[config.mk]
export PLATFORM = sky130hd
export DESIGN_NAME = adcmx_top
export DESIGN_NICKNAME = d
export VERILOG_FILES = /design/src/adcmx_pkg.sv /design/src/adcmx_top.sv
export SDC_FILE = /design/constraint.sdc
export NUM_CORES = 1
export LEC_CHECK = 0
export BUFFER_PORTS_ARGS = -buffer_cell sky130_fd_sc_hd__buf_2
export CORE_MARGIN = 10
export CORE_UTILIZATION = 52
export DETAILED_ROUTE_END_ITERATION = 12
export GPL_TIMING_DRIVEN = 0
export PLACE_DENSITY = 0.89
export SETUP_SLACK_MARGIN = 0.05
export SLEW_MARGIN = 15
export SYNTH_ARGS = -nofsm -noshare
export SYNTH_HDL_FRONTEND = slang
export SYNTH_SLANG_ARGS = --single-unit
[constraint.sdc]
create_clock -name CLK -period 2.53 [get_ports CLK]
set_clock_uncertainty 0.2 [all_clocks]
set_input_delay 0.1265 -clock CLK [delete_from_list [all_inputs] [get_ports CLK]]
set_output_delay 0.1265 -clock CLK [all_outputs]
set_load 0.02 [all_outputs]
[src/adcmx_pkg.sv]
// package: register map, field layout, reset values and mux sources
// assumes a byte-wide special function register bus on the system clock
package adcmx_pkg;
   localparam logic [7:0] ADDR_PAIR_CFG = 8'hba;
   localparam logic [7:0] ADDR_CHAN_SEL = 8'hbb;
   localparam logic [7:0] ADDR_PIN_SEL = 8'hbd;
   localparam logic [7:0] ADDR_CONV_CTRL = 8'hc0;
   localparam logic [7:0] ADDR_CONV_CFG = 8'hc1;

   localparam int ENABLE_BIT = 7;
   localparam int GAIN_LSB = 0;
   localparam int PAIR_PINS_BIT = 3;
   localparam int PAIR_HV_BIT = 2;
   localparam int PAIR_IN23_BIT = 1;
   localparam int PAIR_IN01_BIT = 0;
   localparam int CHAN_TEMP_BIT = 3;

   localparam logic [3:0] PAIR_RESET = 4'h0;
   localparam logic [3:0] CHAN_RESET = 4'h0;
   localparam logic [7:0] PINS_RESET = 8'h00;
   localparam logic ENABLE_RESET = 1'b0;
   localparam logic [7:0] RDATA_IDLE = 8'h00;

   // gain codes
   localparam logic [2:0] GAIN_X1 = 3'h0;
   localparam logic [2:0] GAIN_X2 = 3'h1;
   localparam logic [2:0] GAIN_X4 = 3'h2;
   localparam logic [2:0] GAIN_X8 = 3'h3;
   localparam logic [2:0] GAIN_X16 = 3'h4;
   localparam logic [2:0] GAIN_X0P5 = 3'h6;

   // channel codes of the low three bits
   localparam logic [2:0] CH_IN0 = 3'h0;
   localparam logic [2:0] CH_IN1 = 3'h1;
   localparam logic [2:0] CH_IN2 = 3'h2;
   localparam logic [2:0] CH_IN3 = 3'h3;
   localparam logic [2:0] CH_HV = 3'h4;
   localparam logic [2:0] CH_GND = 3'h5;
   localparam logic [2:0] CH_EVEN = 3'h6;
   localparam logic [2:0] CH_ODD = 3'h7;

   typedef enum logic [3:0] {
      SRC_AGND,
      SRC_IN0,
      SRC_IN1,
      SRC_IN2,
      SRC_IN3,
      SRC_HV_AMP,
      SRC_HV_REF,
      SRC_PIN_EVEN,
      SRC_PIN_ODD,
      SRC_TEMP
   } adcmx_src_t;
endpackage

[src/adcmx_top.sv]
// converter input mux, pairing and gain control registers
// assumes a synchronous byte-wide register bus and analog switches outside
// What this block does
// - converter powered only while enable bit set
// - all inputs single-ended after reset
// - gain taken from three-bit gain field
// - gain field resets to unity code
// - pair register upper nibble reads zero
// - bit 3 pairs even/odd port pins
// - bit 2 makes amplifier result signed
// - bit 1 pairs inputs 2 and 3
// - bit 0 pairs inputs 0 and 1
// - difference channels give two's complement data
// - any number of port pins enabled
// - even pins one input, odd another
// - amplifier output selectable like any channel
// - channel code low nibble, 8-15 temperature
// - eight pin enables reset to zero
`timescale 1ns/1ps
module adcmx_top #(
   parameter int PINS = 8
) (
   input wire logic CLK,
   input wire logic RSTN,
   input wire logic [7:0] SFR_ADDR,
   input wire logic [7:0] SFR_WDATA,
   input wire logic SFR_WE,
   input wire logic SFR_RE,
   output logic [7:0] SFR_RDATA,
   output logic CONV_POWER_EN,
   output logic [2:0] GAIN_SEL,
   output adcmx_pkg::adcmx_src_t MUX_POS_SEL,
   output adcmx_pkg::adcmx_src_t MUX_NEG_SEL,
   output logic RESULT_TWOS_COMP,
   output logic [PINS-1:0] PIN_TO_EVEN,
   output logic [PINS-1:0] PIN_TO_ODD
);
   typedef struct packed {
      logic en;
      logic [2:0] gain;
      logic [3:0] pair;
      logic [3:0] chan;
      logic [PINS-1:0] pins;
      logic [7:0] rdata;
      adcmx_pkg::adcmx_src_t pos;
      adcmx_pkg::adcmx_src_t neg;
      logic diff;
   } adcmx_state_t;

   adcmx_state_t st_r;
   adcmx_state_t st_nxt;

   always_comb begin
      st_nxt = st_r;
      st_nxt.rdata = adcmx_pkg::RDATA_IDLE;
      if (SFR_WE) begin
         unique case (SFR_ADDR)
            adcmx_pkg::ADDR_CONV_CTRL: begin
               st_nxt.en = SFR_WDATA[adcmx_pkg::ENABLE_BIT];
            end
            adcmx_pkg::ADDR_CONV_CFG: begin
               st_nxt.gain = SFR_WDATA[adcmx_pkg::GAIN_LSB +: 3];
            end
            adcmx_pkg::ADDR_PAIR_CFG: begin
               st_nxt.pair = SFR_WDATA[3:0];
            end
            adcmx_pkg::ADDR_CHAN_SEL: begin
               st_nxt.chan = SFR_WDATA[3:0];
            end
            adcmx_pkg::ADDR_PIN_SEL: begin
               st_nxt.pins = SFR_WDATA[PINS-1:0];
            end
            default: begin
            end
         endcase
      end
      // read data registered; unmapped addresses answer zero
      if (SFR_RE) begin
         unique case (SFR_ADDR)
            adcmx_pkg::ADDR_CONV_CTRL: begin
               st_nxt.rdata = 8'(st_r.en) << adcmx_pkg::ENABLE_BIT;
            end
            adcmx_pkg::ADDR_CONV_CFG: begin
               st_nxt.rdata = {5'h00, st_r.gain};
            end
            adcmx_pkg::ADDR_PAIR_CFG: begin
               st_nxt.rdata = {4'h0, st_r.pair};
            end
            adcmx_pkg::ADDR_CHAN_SEL: begin
               st_nxt.rdata = {4'h0, st_r.chan};
            end
            adcmx_pkg::ADDR_PIN_SEL: begin
               st_nxt.rdata = 8'(st_r.pins);
            end
            default: begin
               st_nxt.rdata = adcmx_pkg::RDATA_IDLE;
            end
         endcase
      end
      // decode from new settings, registered once
      st_nxt.pos = adcmx_pkg::SRC_AGND;
      st_nxt.neg = adcmx_pkg::SRC_AGND;
      st_nxt.diff = 1'b0;
      if (st_nxt.chan[adcmx_pkg::CHAN_TEMP_BIT]) begin
         // codes 8 to 15 pick temperature
         st_nxt.pos = adcmx_pkg::SRC_TEMP;
      end else begin
         unique case (st_nxt.chan[2:0])
            adcmx_pkg::CH_IN0, adcmx_pkg::CH_IN1: begin
               if (st_nxt.pair[adcmx_pkg::PAIR_IN01_BIT]) begin
                  st_nxt.pos = adcmx_pkg::SRC_IN0;
                  st_nxt.neg = adcmx_pkg::SRC_IN1;
                  st_nxt.diff = 1'b1;
               end else if (st_nxt.chan[0]) begin
                  st_nxt.pos = adcmx_pkg::SRC_IN1;
               end else begin
                  st_nxt.pos = adcmx_pkg::SRC_IN0;
               end
            end
            adcmx_pkg::CH_IN2, adcmx_pkg::CH_IN3: begin
               if (st_nxt.pair[adcmx_pkg::PAIR_IN23_BIT]) begin
                  st_nxt.pos = adcmx_pkg::SRC_IN2;
                  st_nxt.neg = adcmx_pkg::SRC_IN3;
                  st_nxt.diff = 1'b1;
               end else if (st_nxt.chan[0]) begin
                  st_nxt.pos = adcmx_pkg::SRC_IN3;
               end else begin
                  st_nxt.pos = adcmx_pkg::SRC_IN2;
               end
            end
            adcmx_pkg::CH_HV, adcmx_pkg::CH_GND: begin
               // signed mode measures against its reference
               if (st_nxt.pair[adcmx_pkg::PAIR_HV_BIT]) begin
                  st_nxt.pos = adcmx_pkg::SRC_HV_AMP;
                  st_nxt.neg = adcmx_pkg::SRC_HV_REF;
                  st_nxt.diff = 1'b1;
               end else if (st_nxt.chan[0]) begin
                  st_nxt.pos = adcmx_pkg::SRC_AGND;
               end else begin
                  st_nxt.pos = adcmx_pkg::SRC_HV_AMP;
               end
            end
            adcmx_pkg::CH_EVEN, adcmx_pkg::CH_ODD: begin
               if (st_nxt.pair[adcmx_pkg::PAIR_PINS_BIT]) begin
                  st_nxt.pos = adcmx_pkg::SRC_PIN_EVEN;
                  st_nxt.neg = adcmx_pkg::SRC_PIN_ODD;
                  st_nxt.diff = 1'b1;
               end else if (st_nxt.chan[0]) begin
                  st_nxt.pos = adcmx_pkg::SRC_PIN_ODD;
               end else begin
                  st_nxt.pos = adcmx_pkg::SRC_PIN_EVEN;
               end
            end
         endcase
      end
   end

   always_ff @(posedge CLK) begin
      if (!RSTN) begin
         st_r <= '{en: adcmx_pkg::ENABLE_RESET,
                   gain: adcmx_pkg::GAIN_X1,
                   pair: adcmx_pkg::PAIR_RESET,
                   chan: adcmx_pkg::CHAN_RESET,
                   pins: adcmx_pkg::PINS_RESET[PINS-1:0],
                   rdata: adcmx_pkg::RDATA_IDLE,
                   pos: adcmx_pkg::SRC_IN0,
                   neg: adcmx_pkg::SRC_AGND,
                   diff: 1'b0};
      end else begin
         st_r <= st_nxt;
      end
   end

   assign CONV_POWER_EN = st_r.en;
   assign GAIN_SEL = st_r.gain;
   assign MUX_POS_SEL = st_r.pos;
   assign MUX_NEG_SEL = st_r.neg;
   assign RESULT_TWOS_COMP = st_r.diff;
   assign SFR_RDATA = st_r.rdata;

   // pins join one even or one odd bus; shorts are the user's risk
   for (genvar i = 0; i < PINS; i++) begin : g_pin
      if (i % 2 == 0) begin : g_even
         assign PIN_TO_EVEN[i] = st_r.pins[i];
         assign PIN_TO_ODD[i] = 1'b0;
      end else begin : g_odd
         assign PIN_TO_EVEN[i] = 1'b0;
         assign PIN_TO_ODD[i] = st_r.pins[i];
      end
   end
endmodule // adcmx_top

==> impl_metrics.tcl <==
set metrics [dict create \
    grt_pass1_vias 1982 \
    start_kind "input pin" \
    worst_hold_slack_ps 34.35 \
    drt_iter0_markers 236 \
    drive_above_1_share 0.3281 \
    max_stage_delay_ps 520 \
    initial_core_util 0.5541 \
    dr.pass1.iters 4 \
    synthMuxAreaShare 0.1096 \
    nNetsFinal 336 \
    critical_path.slowest_cell "dlygate4sd3_1" \
    coreArea_sq_mm 0.003771 \
    yosysWarnings 0 \
    drt-total-wl_um 5625 \
    portBuffers 46 \
    reg2reg_slack_ps 840 \
    syn2layout_area_growth_pct 26.71 \
    vias 1997 \
    clkTransAtPathRegs_ps 80 \
    path_cells "dlygate4sd3_1 > buf_2 > nand3b_1 > or3_1 > clkbuf_1 > mux2i_1 > or4_1 > nand3_1" \
    num_rows 22 \
    drtAntennaViolNets 0 \
    grt_pass1_wl_um 9315 \
    yosysTopAreaCell "dfxtp_1" \
    antenna_found_initial 0 \
    end_kind "register" \
    outcome "finished, final reports clean" \
    hold_path.class "input pin to register" \
    arrival_ps 2430 \
    synth_top_area_frac 0.3449 \
    drv_slew 0 \
    synthAdderAreaFrac 0 \
    cp_num_buf_inv 3 \
    clk_latency_ps 300 \
    synthSimpleGateAreaFrac 0.2395 \
    syn_area_sq_mm 0.002090 \
    setup_viol 0 \
    cts_tree "built" \
    cts_sinks 36 \
    total_leakage_power_nw 1.182 \
    synth_compound_area_frac 0.1425 \
    h-tree-depth 2 \
    overflow 0 \
    die_width_um 83.39 \
    die_y_um 83.39 \
    dp.final_hpwl_um 4190 \
    drc 0 \
    min_period_ps 2380 \
    crit_family "simple AND/OR/NAND/NOR gates" \
    wl_per_cell_um 15.41 \
    cp.required_ps 2580 \
    max_freq_ghz 0.4202 \
    synth_top_family_by_area "simple AND/OR/NAND/NOR gates" \
    synth_cell_types 43 \
    min_period_over_period 0.9406 \
    clockBufferDepth 2 \
    root_buffer "clkbuf_8" \
    synthCells 244 \
    p_per_area_mw_per_mm2 451.0 \
    criticalPathCategory "input pin to register" \
    netlist_top_cells_area "dfxtp_1, buf_4, mux2i_1" \
    fin_setup_tns_ps 0 \
    yosysSeqAreaShare 0.3449 \
    place.gp.congestion 0.9295 \
    io_pins 57 \
    synth_xor_area_frac 0 \
    die_area_sq_mm 0.006954 \
    synth_edf_count 0 \
    ir_drop_uv 606.8 \
    drv_cap 0 \
    async_flop_share 0 \
    numCtsBuffers 5 \
    synth_top_flop_cell "dfxtp_1" \
    rsz0062_at_grt "false" \
    antenna_cells 0 \
    cp_max_fo 7 \
    grt_max_degree 13 \
    syn_area_per_cell_sq_um 8.564 \
    grt_usage 0.1574 \
    ys_seq_elements 36 \
    viasPerCell 5.471 \
    hold_viol 0 \
]
-- path summary, 6_finish.rpt --
check | startpoint | to | depth (start not counted)
max | SFR_WE | RESULT_TWOS_COMP | 8
min reg2reg | PIN_TO_EVEN[6] | PIN_TO_EVEN[6] | 2
min | SFR_RE | SFR_RDATA[7] | 3
max reg2reg | st_r[26] | RESULT_TWOS_COMP | 3
-- timing repair --
action | CTS | global route
setup endpoints to repair | 0 | 5
resized for setup | 0 | 5
buffers inserted | 0 | 1
hold buffers | 10 | 0
endpoints found under the hold margin | 10 | 0
-- flip-flops by register name, summed over array words and instances (netlist names) --
name              flops
SFR_RDATA             8
MUX_NEG_SEL           3
GAIN_SEL              3
MUX_POS_SEL           4
PIN_TO_EVEN           4
st_r                  8
RESULT_TWOS_COMP      1
CONV_POWER_EN         1
PIN_TO_ODD            4
-- metrics by stage --
step	power, W	instance area, sq um	utilization	setup WS [ps]	cells
floorplan	0.0006415	2120	-	526.4	252
global placement	0.0006762	2410	0.6390	278.2	346
CTS	0.001189	2621	0.6951	69.92	364
global route	0.001223	2648	0.7021	61.24	365
finish	0.001194	2648	0.7021	150.3	365
detailed placement	0.0006789	2410	0.6390	246.4	346
-- cell families (layout without fill, tap and decap cells) --
group | count (synthesis) | after routing
other cells | 1 | 9
mux | 22 | 22
compound gates | 41 | 41
simple gates | 91 | 91
buf+inv | 53 | 118
flops | 36 | 36
-- synth_stat cells, types with 2 or more instances --
master     n
clkbuf_1  10
inv_1      5
nor4_1     2
o211ai_1   2
or3_1      4
nor3_1     5
nand4_1    3
o32ai_1    2
nand2_1   21
nand3_1   18
mux2_2     7
a22oi_1    3
nor2b_1   10
dfxtp_1   36
o31ai_1    3
mux2i_1   15
nor2_1     9
and2_1     7
buf_4     35
a22o_1     3
a21oi_1    8
a21boi_0  12
nand2b_1   3
a31oi_1    2
-- worst reg2reg max path: cells and delay by family, from the launching register on --
kind	cells	cell delay [ps]
simple gates	2	670
flops	1	410
mux	1	370
-- cell usage in the layout, fill, tap and decap left out, drive strengths merged, types with 2 or more instances in the layout --
cell and instances:
a21boi 12, a21oi 8, a22o 3, a22oi 3, a31oi 2, and2 7
buf 84, clkbuf 15, conb 9, dfxtp 36, dlygate4sd3 10, inv 6
mux2 7, mux2i 15, nand2 21, nand2b 3, nand3 18, nand4 3
nor2 9, nor2b 10, nor3 5, nor4 3, o211ai 2, o31ai 3
o32ai 2, or3 4
-- cell type report --
| type | instances | area (sq um) |
|---|---|---|
| Tap cell | 48 | 60.06 |
| Clock buffer | 5 | 68.82 |
| Sequential cell | 36 | 720.7 |
| Fill cell | 299 | 1124 |
| Buffer | 47 | 315.3 |
| Clock inverter | 3 | 42.54 |
| Inverter | 6 | 22.52 |
| Multi-Input combinational cell | 163 | 1080 |
| Timing Repair Buffer | 57 | 337.8 |
-- where the power goes --
group          total, W  internal (W)  switching (W)
Combinational  0.000114     0.0000473      0.0000666
Clock          0.000513      0.000291       0.000222
Sequential     0.000567      0.000567    0.000000451
-- metal layers --
| metal | up-vias | wire length (um) | track usage |
|---|---|---|---|
| met5 | - | 0 | 0 |
| met4 | 0 | 127 | 0.08615 |
| met3 | 11 | 510 | 0.04199 |
| met2 | 108 | 2729 | 0.2633 |
| met1 | 911 | 2257 | 0.1763 |
| li1 | 967 | - | - |
(Power assumes the default switching activity.)
